===== config.mk =====
export PLATFORM = sky130hd
export DESIGN_NAME = in_system_flash_programming_control
export DESIGN_NICKNAME = d
export VERILOG_FILES = /design/src/isp_pkg.sv /design/src/isp_if.sv /design/src/isp_bus_slave.sv /design/src/isp_flash_seq.sv /design/src/in_system_flash_programming_control.sv
export SDC_FILE = /design/constraint.sdc
export NUM_CORES = 1
export LEC_CHECK = 0
export BUFFER_PORTS_ARGS = -buffer_cell sky130_fd_sc_hd__buf_4
export CAP_MARGIN = 15
export CELL_PAD_IN_SITES_DETAIL_PLACEMENT = 1
export CELL_PAD_IN_SITES_GLOBAL_PLACEMENT = 1
export CORE_MARGIN = 3
export CORE_UTILIZATION = 43
export CTS_CLUSTER_SIZE = 24
export DETAILED_ROUTE_END_ITERATION = 8
export PLACE_DENSITY = 0.85
export SYNTH_ARGS = -nofsm -noshare
export SYNTH_HDL_FRONTEND = slang
export SYNTH_SLANG_ARGS = --single-unit

===== constraint.sdc =====
create_clock -name clk_sys -period 5.26 [get_ports clk_sys]
set_input_delay 0.263 -clock clk_sys [delete_from_list [all_inputs] [get_ports clk_sys]]
set_output_delay 0.263 -clock clk_sys [all_outputs]
set_load 0.02 [all_outputs]

===== src/isp_pkg.sv =====
package isp_pkg;

	// ==========================================================
	// Register indices; byte address on the bus is index * 4
	localparam logic [7:0] IDX_CONTROL = 8'h9f;
	localparam logic [7:0] IDX_ADDR_LOW = 8'hac;
	localparam logic [7:0] IDX_ADDR_HIGH = 8'had;
	localparam logic [7:0] IDX_DATA = 8'hae;
	localparam logic [7:0] IDX_OPMODE = 8'haf;
	localparam int BUS_ADDR_W = 10;
	localparam int BUS_DATA_W = 32;
	localparam int IDX_LSB = 2;

	// ==========================================================
	// Control register fields
	localparam int CTL_SOFT_RESET = 7;
	localparam int CTL_LOADER_STATUS = 6;
	localparam int CTL_LOADER_SEL = 1;
	localparam int CTL_PROG_EN = 0;

	// ==========================================================
	// Operation mode register fields and codes
	localparam int OPM_BANK = 6;
	localparam int OPM_OUT_ENABLE = 5;
	localparam int OPM_CHIP_ENABLE = 4;
	localparam int OPM_CODE_HI = 3;
	localparam logic [3:0] OP_READ = 4'h0;
	localparam logic [3:0] OP_PROGRAM = 4'h1;
	localparam logic [3:0] OP_ERASE = 4'h2;

	// ==========================================================
	// Reset values
	localparam logic [7:0] RST_BYTE = 8'h00;
	localparam logic [7:0] RST_OPMODE = 8'h30;

	// ==========================================================
	// Region sizes and soft reset timing
	localparam int LOADER_ADDR_BITS = 12;
	localparam int APP_ADDR_BITS = 15;
	localparam int CLK_PERIOD_NS = 8;
	localparam int SOFT_RST_TIME_NS = 32;
	localparam int SOFT_RST_CYCLES =
		(SOFT_RST_TIME_NS + CLK_PERIOD_NS - 1) / CLK_PERIOD_NS;

	typedef enum {SEQ_IDLE, SEQ_WAIT, SEQ_DONE} seq_state_t;
	typedef enum {CPU_RUN, CPU_IDLE, CPU_FLASH, CPU_PARK} cpu_state_t;

	// Fold a byte address into the selected region
	function automatic logic [15:0] region_addr(input logic bank,
		input logic [15:0] addr);
		logic [15:0] mask;
		mask = bank ? 16'((1 << LOADER_ADDR_BITS) - 1)
			: 16'((1 << APP_ADDR_BITS) - 1);
		return addr & mask;
	endfunction

endpackage


===== src/isp_if.sv =====
`timescale 1ns/1ns
interface isp_reg_if;
	logic [7:0] index;
	logic wr;
	logic [7:0] wdata;
	logic [7:0] rdata;
	modport slave(output index, output wr, output wdata, input rdata);
	modport core(input index, input wr, input wdata, output rdata);
endinterface // isp_reg_if

interface isp_op_if;
	logic start;
	logic [3:0] code;
	logic bank;
	logic [15:0] addr;
	logic [7:0] wdata;
	logic done;
	logic busy;
	logic [7:0] rdata;
	modport core(output start, output code, output bank, output addr,
		output wdata, input done, input busy, input rdata);
	modport seq(input start, input code, input bank, input addr,
		input wdata, output done, output busy, output rdata);
endinterface // isp_op_if


===== src/isp_bus_slave.sv =====
`timescale 1ns/1ns
module isp_bus_slave
(
	// Clock and reset
	input wire logic clk_sys,
	input wire logic reset_n,
	// Avalon-MM slave
	input wire logic [isp_pkg::BUS_ADDR_W-1:0] avs_address,
	input wire logic avs_read,
	input wire logic avs_write,
	input wire logic [isp_pkg::BUS_DATA_W-1:0] avs_writedata,
	input wire logic [3:0] avs_byteenable,
	output logic [isp_pkg::BUS_DATA_W-1:0] avs_readdata,
	output logic avs_waitrequest,
	// Register side
	isp_reg_if.slave regs
);
	logic ack_q;
	logic [isp_pkg::BUS_DATA_W-1:0] rdata_q;
	wire req = avs_read | avs_write;

	// Fixed one wait state; the write lands on the edge after it, which ends the transfer
	assign avs_waitrequest = req & ~ack_q;
	assign avs_readdata = rdata_q;
	assign regs.index = avs_address[isp_pkg::BUS_ADDR_W-1:isp_pkg::IDX_LSB];
	assign regs.wr = avs_write & ack_q & avs_byteenable[0];
	assign regs.wdata = avs_writedata[7:0];

	always_ff @(posedge clk_sys or negedge reset_n)
		if (!reset_n)
		begin
			ack_q <= 1'b0;
			rdata_q <= '0;
		end
		else
		begin
			ack_q <= req & ~ack_q;
			if (avs_read && !ack_q)
				rdata_q <= {24'h000000, regs.rdata};
		end
endmodule // isp_bus_slave


===== src/isp_flash_seq.sv =====
`timescale 1ns/1ns
module isp_flash_seq
(
	// Clock and reset
	input wire logic clk_sys,
	input wire logic reset_n,
	input wire logic soft_clear,
	// Core side
	isp_op_if.seq op,
	// Array side
	output logic [15:0] array_addr,
	output logic [7:0] array_wdata,
	output logic array_bank,
	output logic array_erase,
	output logic array_program,
	output logic array_read,
	input wire logic [7:0] array_rdata,
	input wire logic array_done
);
	isp_pkg::seq_state_t state_q;
	logic is_read_q;
	logic [7:0] rdata_q;
	wire known = op.code == isp_pkg::OP_ERASE ||
		op.code == isp_pkg::OP_PROGRAM || op.code == isp_pkg::OP_READ;
	wire go = state_q == isp_pkg::SEQ_IDLE && op.start;

	assign op.done = state_q == isp_pkg::SEQ_DONE;
	assign op.busy = state_q != isp_pkg::SEQ_IDLE;
	assign op.rdata = rdata_q;

	always_ff @(posedge clk_sys or negedge reset_n)
		if (!reset_n)
		begin
			state_q <= isp_pkg::SEQ_IDLE;
			{array_erase, array_program, array_read, is_read_q} <= 4'h0;
			array_addr <= 16'h0000;
			array_wdata <= 8'h00;
			array_bank <= 1'b0;
			rdata_q <= 8'h00;
		end
		else if (soft_clear)
		begin
			state_q <= isp_pkg::SEQ_IDLE;
			{array_erase, array_program, array_read, is_read_q} <= 4'h0;
		end
		else
		begin
			// Strobes last one cycle, issued on the start edge
			array_erase <= go && op.code == isp_pkg::OP_ERASE;
			array_program <= go && op.code == isp_pkg::OP_PROGRAM;
			array_read <= go && op.code == isp_pkg::OP_READ;
			case (state_q)
				isp_pkg::SEQ_IDLE:
					if (op.start)
					begin
						array_bank <= op.bank;
						// Whole-region erase takes no address or data
						array_addr <= op.code == isp_pkg::OP_ERASE ? 16'h0000
							: isp_pkg::region_addr(op.bank, op.addr);
						array_wdata <= op.wdata;
						is_read_q <= op.code == isp_pkg::OP_READ;
						state_q <= known ? isp_pkg::SEQ_WAIT : isp_pkg::SEQ_DONE;
					end
				isp_pkg::SEQ_WAIT:
					if (array_done)
					begin
						if (is_read_q)
							rdata_q <= array_rdata;
						state_q <= isp_pkg::SEQ_DONE;
					end
				isp_pkg::SEQ_DONE:
					state_q <= isp_pkg::SEQ_IDLE;
				default:
					state_q <= isp_pkg::SEQ_IDLE;
			endcase
		end
endmodule // isp_flash_seq


===== src/in_system_flash_programming_control.sv =====
// Function
// - Writing soft reset bit resets device like the reset pin; bit self-clears.
// - Soft reset bit reads one while the reboot is being invoked.
// - Loader status bit is read-only: one when running from loader region.
// - Loader fetch select routes code fetch to the loader region.
// - Programming enable enters mode driven by opmode, address, data.
// - Idle request in programming mode starts the flash operation instead.
// - Clearing programming enable restores genuine idle on idle request.
// - Control 0x83, timer, idle: timeout resets, restart from application.
// - High and low address registers form the 16-bit byte address.
// - Every flash byte read or written passes the data buffer.
// - Bank select: zero application region, one loader region.
// - Opmode output enable bit drives array output enable.
// - Opmode chip enable bit drives array chip enable.
// - Code 0010 erase region, 0001 program byte, 0000 read byte.
// - Loader region 4KB, application 32KB, handled independently.
`timescale 1ns/1ns
module in_system_flash_programming_control
(
	// Clock and reset
	input wire logic clk_sys,
	input wire logic reset_n,
	// Avalon-MM register slave
	input wire logic [isp_pkg::BUS_ADDR_W-1:0] avs_address,
	input wire logic avs_read,
	input wire logic avs_write,
	input wire logic [isp_pkg::BUS_DATA_W-1:0] avs_writedata,
	input wire logic [3:0] avs_byteenable,
	output logic [isp_pkg::BUS_DATA_W-1:0] avs_readdata,
	output logic avs_waitrequest,
	// External reset pin, active high, asynchronous to clk_sys
	input wire logic reset_pin,
	// CPU handshake
	input wire logic idle_request_bit,
	input wire logic cpu_wake,
	output logic cpu_idle,
	output logic cpu_flash_hold,
	output logic device_reset,
	output logic fetch_from_loader,
	// Flash arrays
	output logic [15:0] array_addr,
	output logic [7:0] array_wdata,
	output logic array_bank,
	output logic array_erase,
	output logic array_program,
	output logic array_read,
	output logic array_output_enable_ctl,
	output logic array_chip_enable_ctl,
	input wire logic [7:0] array_rdata,
	input wire logic array_done
);

	// ==========================================================
	// Internal carriers
	isp_reg_if regs();
	isp_op_if op();

	// ==========================================================
	// Reset pin synchroniser
	logic pin_meta_q;
	logic pin_sync_q;

	always_ff @(posedge clk_sys or negedge reset_n)
		if (!reset_n)
		begin
			pin_meta_q <= 1'b0;
			pin_sync_q <= 1'b0;
		end
		else
		begin
			pin_meta_q <= reset_pin;
			pin_sync_q <= pin_meta_q;
		end

	// ==========================================================
	// Whole-device reset
	// A soft reset runs the same stretch as a pin reset, so the rest
	// of the chip cannot tell the two apart.
	localparam logic [7:0] RST_COUNT =
		8'(isp_pkg::SOFT_RST_CYCLES);
	logic [7:0] rst_cnt_q;
	logic [7:0] rst_cnt_d;
	logic fire_soft;
	wire soft_active = rst_cnt_q != 8'h00;
	wire dev_clear = pin_sync_q | soft_active;

	assign rst_cnt_d = pin_sync_q ? RST_COUNT
		: fire_soft ? RST_COUNT
		: soft_active ? rst_cnt_q - 8'h01 : 8'h00;

	always_ff @(posedge clk_sys or negedge reset_n)
		if (!reset_n)
			rst_cnt_q <= 8'h00;
		else
			rst_cnt_q <= rst_cnt_d;

	assign device_reset = dev_clear;

	// ==========================================================
	// Register decode
	wire wr_ctl = regs.wr && regs.index == isp_pkg::IDX_CONTROL;
	wire wr_al = regs.wr && regs.index == isp_pkg::IDX_ADDR_LOW;
	wire wr_ah = regs.wr && regs.index == isp_pkg::IDX_ADDR_HIGH;
	wire wr_fd = regs.wr && regs.index == isp_pkg::IDX_DATA;
	wire wr_om = regs.wr && regs.index == isp_pkg::IDX_OPMODE;
	wire wd_reboot = regs.wdata[isp_pkg::CTL_SOFT_RESET];
	wire wd_loader_sel = regs.wdata[isp_pkg::CTL_LOADER_SEL];
	wire wd_prog_en = regs.wdata[isp_pkg::CTL_PROG_EN];

	// ==========================================================
	// Software registers
	logic reboot_q;
	logic loader_sel_q;
	logic prog_en_q;
	logic read_op_q;
	logic exec_loader_q;
	logic [7:0] addr_low_q;
	logic [7:0] addr_high_q;
	logic [7:0] data_q;
	logic [7:0] opmode_q;

	always_ff @(posedge clk_sys or negedge reset_n)
		if (!reset_n)
		begin
			reboot_q <= 1'b0;
			loader_sel_q <= 1'b0;
			prog_en_q <= 1'b0;
			exec_loader_q <= 1'b0;
		end
		else if (dev_clear)
		begin
			// Restart always from the application region
			reboot_q <= 1'b0;
			loader_sel_q <= 1'b0;
			prog_en_q <= 1'b0;
			exec_loader_q <= 1'b0;
		end
		else
		begin
			if (wr_ctl)
			begin
				reboot_q <= wd_reboot;
				loader_sel_q <= wd_loader_sel;
				prog_en_q <= wd_prog_en;
			end
			exec_loader_q <= loader_sel_q;
		end

	// Op code latched at start, so a mode rewrite in mid-operation
	// cannot turn a program into a read-back
	always_ff @(posedge clk_sys or negedge reset_n)
		if (!reset_n)
			read_op_q <= 1'b0;
		else if (dev_clear)
			read_op_q <= 1'b0;
		else if (op.start)
			read_op_q <= op.code == isp_pkg::OP_READ;

	always_ff @(posedge clk_sys or negedge reset_n)
		if (!reset_n)
		begin
			addr_low_q <= isp_pkg::RST_BYTE;
			addr_high_q <= isp_pkg::RST_BYTE;
			data_q <= isp_pkg::RST_BYTE;
			opmode_q <= isp_pkg::RST_OPMODE;
		end
		else if (dev_clear)
		begin
			addr_low_q <= isp_pkg::RST_BYTE;
			addr_high_q <= isp_pkg::RST_BYTE;
			data_q <= isp_pkg::RST_BYTE;
			opmode_q <= isp_pkg::RST_OPMODE;
		end
		else
		begin
			if (wr_al)
				addr_low_q <= regs.wdata;
			if (wr_ah)
				addr_high_q <= regs.wdata;
			if (wr_om)
				opmode_q <= regs.wdata;
			// Array read data wins over a software write in the same cycle
			if (op.done && read_op_q)
				data_q <= op.rdata;
			else if (wr_fd)
				data_q <= regs.wdata;
		end

	// ==========================================================
	// Read back; unmapped indices read as zero
	wire [7:0] ctl_view = {reboot_q, exec_loader_q, 4'h0, loader_sel_q,
		prog_en_q};

	assign regs.rdata =
		regs.index == isp_pkg::IDX_CONTROL ? ctl_view
		: regs.index == isp_pkg::IDX_ADDR_LOW ? addr_low_q
		: regs.index == isp_pkg::IDX_ADDR_HIGH ? addr_high_q
		: regs.index == isp_pkg::IDX_DATA ? data_q
		: regs.index == isp_pkg::IDX_OPMODE ? opmode_q
		: 8'h00;

	// ==========================================================
	// Operation request to the sequencer
	assign op.code = opmode_q[isp_pkg::OPM_CODE_HI:0];
	assign op.bank = opmode_q[isp_pkg::OPM_BANK];
	assign op.addr = {addr_high_q, addr_low_q};
	assign op.wdata = data_q;

	// ==========================================================
	// CPU idle handling
	// With a reboot pending and programming enabled, idle parks the CPU until the timer wakes it;
	// the wake then fires the reset instead of resuming code.
	isp_pkg::cpu_state_t cpu_q;
	isp_pkg::cpu_state_t cpu_d;
	logic start_d;

	always_comb
	begin
		cpu_d = cpu_q;
		start_d = 1'b0;
		fire_soft = 1'b0;
		case (cpu_q)
			isp_pkg::CPU_RUN:
				if (reboot_q && !prog_en_q)
					fire_soft = 1'b1;
				else if (idle_request_bit && reboot_q)
					cpu_d = isp_pkg::CPU_PARK;
				else if (idle_request_bit && prog_en_q)
				begin
					start_d = 1'b1;
					cpu_d = isp_pkg::CPU_FLASH;
				end
				else if (idle_request_bit)
					cpu_d = isp_pkg::CPU_IDLE;
			isp_pkg::CPU_IDLE:
				if (cpu_wake)
					cpu_d = isp_pkg::CPU_RUN;
			isp_pkg::CPU_FLASH:
				if (op.done)
					cpu_d = isp_pkg::CPU_RUN;
			isp_pkg::CPU_PARK:
				if (cpu_wake)
				begin
					fire_soft = 1'b1;
					cpu_d = isp_pkg::CPU_RUN;
				end
			default:
				cpu_d = isp_pkg::CPU_RUN;
		endcase
	end

	always_ff @(posedge clk_sys or negedge reset_n)
		if (!reset_n)
			cpu_q <= isp_pkg::CPU_RUN;
		else if (dev_clear)
			cpu_q <= isp_pkg::CPU_RUN;
		else
			cpu_q <= cpu_d;

	// Busy and device-reset guards; a running CPU already implies an idle sequencer
	assign op.start = start_d & ~dev_clear & ~op.busy;
	assign cpu_idle = cpu_q == isp_pkg::CPU_IDLE ||
		cpu_q == isp_pkg::CPU_PARK;
	assign cpu_flash_hold = cpu_q == isp_pkg::CPU_FLASH;
	assign fetch_from_loader = loader_sel_q;

	// ==========================================================
	// Array strobes and enables
	assign array_output_enable_ctl =
		opmode_q[isp_pkg::OPM_OUT_ENABLE];
	assign array_chip_enable_ctl =
		opmode_q[isp_pkg::OPM_CHIP_ENABLE];

	isp_bus_slave u_bus
	(
		.clk_sys(clk_sys),
		.reset_n(reset_n),
		.avs_address(avs_address),
		.avs_read(avs_read),
		.avs_write(avs_write),
		.avs_writedata(avs_writedata),
		.avs_byteenable(avs_byteenable),
		.avs_readdata(avs_readdata),
		.avs_waitrequest(avs_waitrequest),
		.regs(regs.slave)
	);

	// Region masking and op-code dispatch live in the sequencer
	isp_flash_seq u_seq
	(
		.clk_sys(clk_sys),
		.reset_n(reset_n),
		.soft_clear(dev_clear),
		.op(op.seq),
		.array_addr(array_addr),
		.array_wdata(array_wdata),
		.array_bank(array_bank),
		.array_erase(array_erase),
		.array_program(array_program),
		.array_read(array_read),
		.array_rdata(array_rdata),
		.array_done(array_done)
	);

endmodule // in_system_flash_programming_control


==> flow_summary.toml <==
[outcome]
run_status = "complete, no violations"

[hold_path]
worstHoldPathType = "input pin to register"
hp-start = "array_rdata[5]"

[global_routing]
grt_overflow = 0
grt_pass1_wl_um = 18710
antenna_found_initial = 0
grt_pass1_vias = 3649
grt_max_degree = 54
grt_use_total_pct = 20.12

[logic_synthesis]
syn_avg_cell_area_um2 = 10.67
async_flop_share_pct = 100.0
synth_top_area_cell = "dfrtp_1"
syn_inst = 434
netlist_area_um2 = 4629
synth_most_common_cell = "dfrtp_1"
ys_seq_area_share_pct = 51.95
synthTopCellsByArea = "dfrtp_1, mux2i_1, nand2_1"
yosys_warnings = 0
synthFlopType = "dfrtp_1"
synth_edf_count = 0
synth_common_cells = "dfrtp_1, nand2_1, mux2i_1, nor2_1, o21ai_0"
yosys.area.top_type_share_pct = 50.81
synth_seq_cells = 96
synth.distinct_cells = 49

[clock_tree]
clock-sinks = 96
cts_buffer_depth = 2
path_clk_slew_ps = 100
insertion_delay_ps = 360
cts.htree.levels = 3
cts_buffers = 9
cts_root_buffer = "clkbuf_8"
cts_tree = "built"

[cells_and_area]
fin_cells = 645
final_area_um2 = 5409
regArea_um2 = 2405
largest_reg_flops = 15
antennaDiodeCount = 0
fillerInstances = 1160
multiInputGateArea_um2 = 2024
regMostFlops = "u_seq.array_addr"
area_growth_pct = 16.84
drive_gt1_share_pct = 24.56
nets = 572

[sta]
post-route-period-util_pct = 51.64
maxSlewViolCount = 0
worst_pin_slew_ps = 961.2
relSlewSlack_pct = 35.57
hold_viol = 0
setup_viol = 0
fin_setup_tns_ps = 0
fmax_mhz = 368.2
fin_worst_skew_ps = 12.43
period_minus_slack_ps = 2716
layout_setup_ws_ps = 2544
rsz0062_at_grt = "no"

[power]
p_leak_nw = 2.585
power-per-cell-area_nw_per_um2 = 280.9
ir_drop_v = 0.0001800

[floorplanning]
coreArea_um2 = 10420
chipWidth_um = 109.8
ioPinCount = 129
fp.dieArea_um2 = 12050
die_h_um = 109.8
num_rows = 37
start_util_pct = 44.44

[critical_path]
crit_path_end_kind = "register"
crit_slowest_cell = "or4_4"
rr_startpoint = "cpu_q[1]"
worst_path_most_repeated_cell = "or4_4"
critPathMaxStageDelay_ps = 630
startpoint_type = "register"
worst_ep_required_time_ps = 5560
path_max_fanout = 29
crit_chain = "inv_1, ha_1, or3b_2, or4_4, or4_4, a21oi_2"
cp-startpoint = "cpu_q[1]"
worstPathArrival_ps = 3020
criticalPathCategory = "register to register"

[place]
portBuffers = 74
place_inst = 627
dp_slack_ps = 2580
dp_hpwl_um = 8653
gp_congestion = 0.8147
placed_cell_area_um2 = 5199

[routing]
drc = 0
via_per_inst = 5.346
drtPass1Iterations = 4
dr_total_vias = 3448
drt_iter0_markers = 173
post_drt_wl_per_cell_um = 17.77
ant_nets = 0
drt-total-wl_um = 11460

[flow_run]
maxCapViolCount = 0
==> through the flow <==
step                      total power, mW  hold slack [ps]  utilization [%]
after floorplan                    0.9971           -32.59                -
after detailed placement            1.080            280.4            49.91
final                               1.519            130.6            51.93
after CTS                           1.532            118.8            51.84
after global routing                1.595            124.0            51.93
after global placement              1.064            281.5            49.91
==> timing repair <==
item | in CTS | in global routing
hold buffers | 2 | 0
hold endpoints to repair | 44 | 0
resized for setup | 0 | 0
endpoints found under the setup margin | 0 | 0
setup buffers | 0 | 0
==> kinds of logic after synthesis <==
logic type                 after synthesis  share of synthesized area [%]
AOI/OAI and AO/OA                       65                          8.892
xor gates and xnor gates                 6                          1.135
adders and majority gates                6                          1.622
buffers and inverters                   52                          6.594
DFF                                     96                          51.95
muxes                                   60                          13.43
other                                    1                        0.08100
and+or+nand+nor                        148                          16.30
==> cell usage in the layout, fill, tap and decap left out, types with 3 or more instances in the layout <==
| master | instances |
|---|---|
| dfrtp_1 | 94 |
| buf_4 | 77 |
| nand2_1 | 52 |
| mux2i_1 | 43 |
| nor2_1 | 42 |
| o21ai_0 | 32 |
| conb_1 | 25 |
| mux2_2 | 16 |
| a21oi_1 | 11 |
| clkbuf_8 | 10 |
| inv_1 | 8 |
| o311a_1 | 8 |
| nand2b_1 | 6 |
| ha_1 | 6 |
| xnor2_1 | 5 |
| or2_2 | 5 |
| nand3_1 | 5 |
| nor3_1 | 4 |
| nor2b_1 | 4 |
| o31ai_1 | 4 |
| o2111ai_1 | 4 |
| nor3b_1 | 3 |
| or4_4 | 3 |
| nor4b_1 | 3 |
| nand3b_1 | 3 |
| nand4bb_1 | 3 |
| clkinv_4 | 3 |
==> final timing paths <==
kind / slack, ps / cells past startpoint / to
setup / recovery: 2540 / 6 / u_seq.is_read_q
hold / removal: 130 / 2 / u_seq.op.rdata[5]
setup reg to reg: 2540 / 6 / u_seq.is_read_q
hold reg to reg: 380 / 0 / pin_sync_q
max in group asynchronous: 3770 / 3 / u_seq.op.rdata[2]
min in group asynchronous: 420 / 2 / u_bus.avs_readdata[5]
==> area by class of cell <==
cell class / instances / area share, %
Clock buffer: 11 / 2.614
Clock inverter: 5 / 0.7402
Inverter: 8 / 0.5552
Multi-Input combinational cell: 310 / 37.43
Sequential cell: 96 / 44.46
Tap cell: 136 / 3.146
Timing Repair Buffer: 79 / 11.06
==> worst max-delay path, delay by kind of cell (launching register included) <==
family	cells	cell delay [ps]
and+or+nand+nor	3	1690
DFF	1	430
adders and majority gates	1	290
AOI/OAI and AO/OA	1	130
buffers and inverters	1	100
==> routing by layer <==
| metal | up-vias | GRT usage [%] | share of wire [%] | wire length, µm |
|---|---|---|---|---|
| li1 | 1605 | - | - | - |
| met1 | 1736 | 26.18 | 44 | 5033 |
| met2 | 90 | 35.00 | 50 | 5706 |
| met3 | 17 | 2.584 | 4.7 | 538 |
| met4 | 0 | 6.055 | 1.6 | 185 |
| met5 | - | 0 | 0 | 0 |
==> power breakdown <==
group          internal (mW)  total, mW  switching, mW
registers              0.769      0.806         0.0372
clock network          0.189      0.452          0.263
logic                  0.105      0.261          0.156
total                   1.06       1.52          0.457
Note: power is estimated with default switching activity, not from simulation.
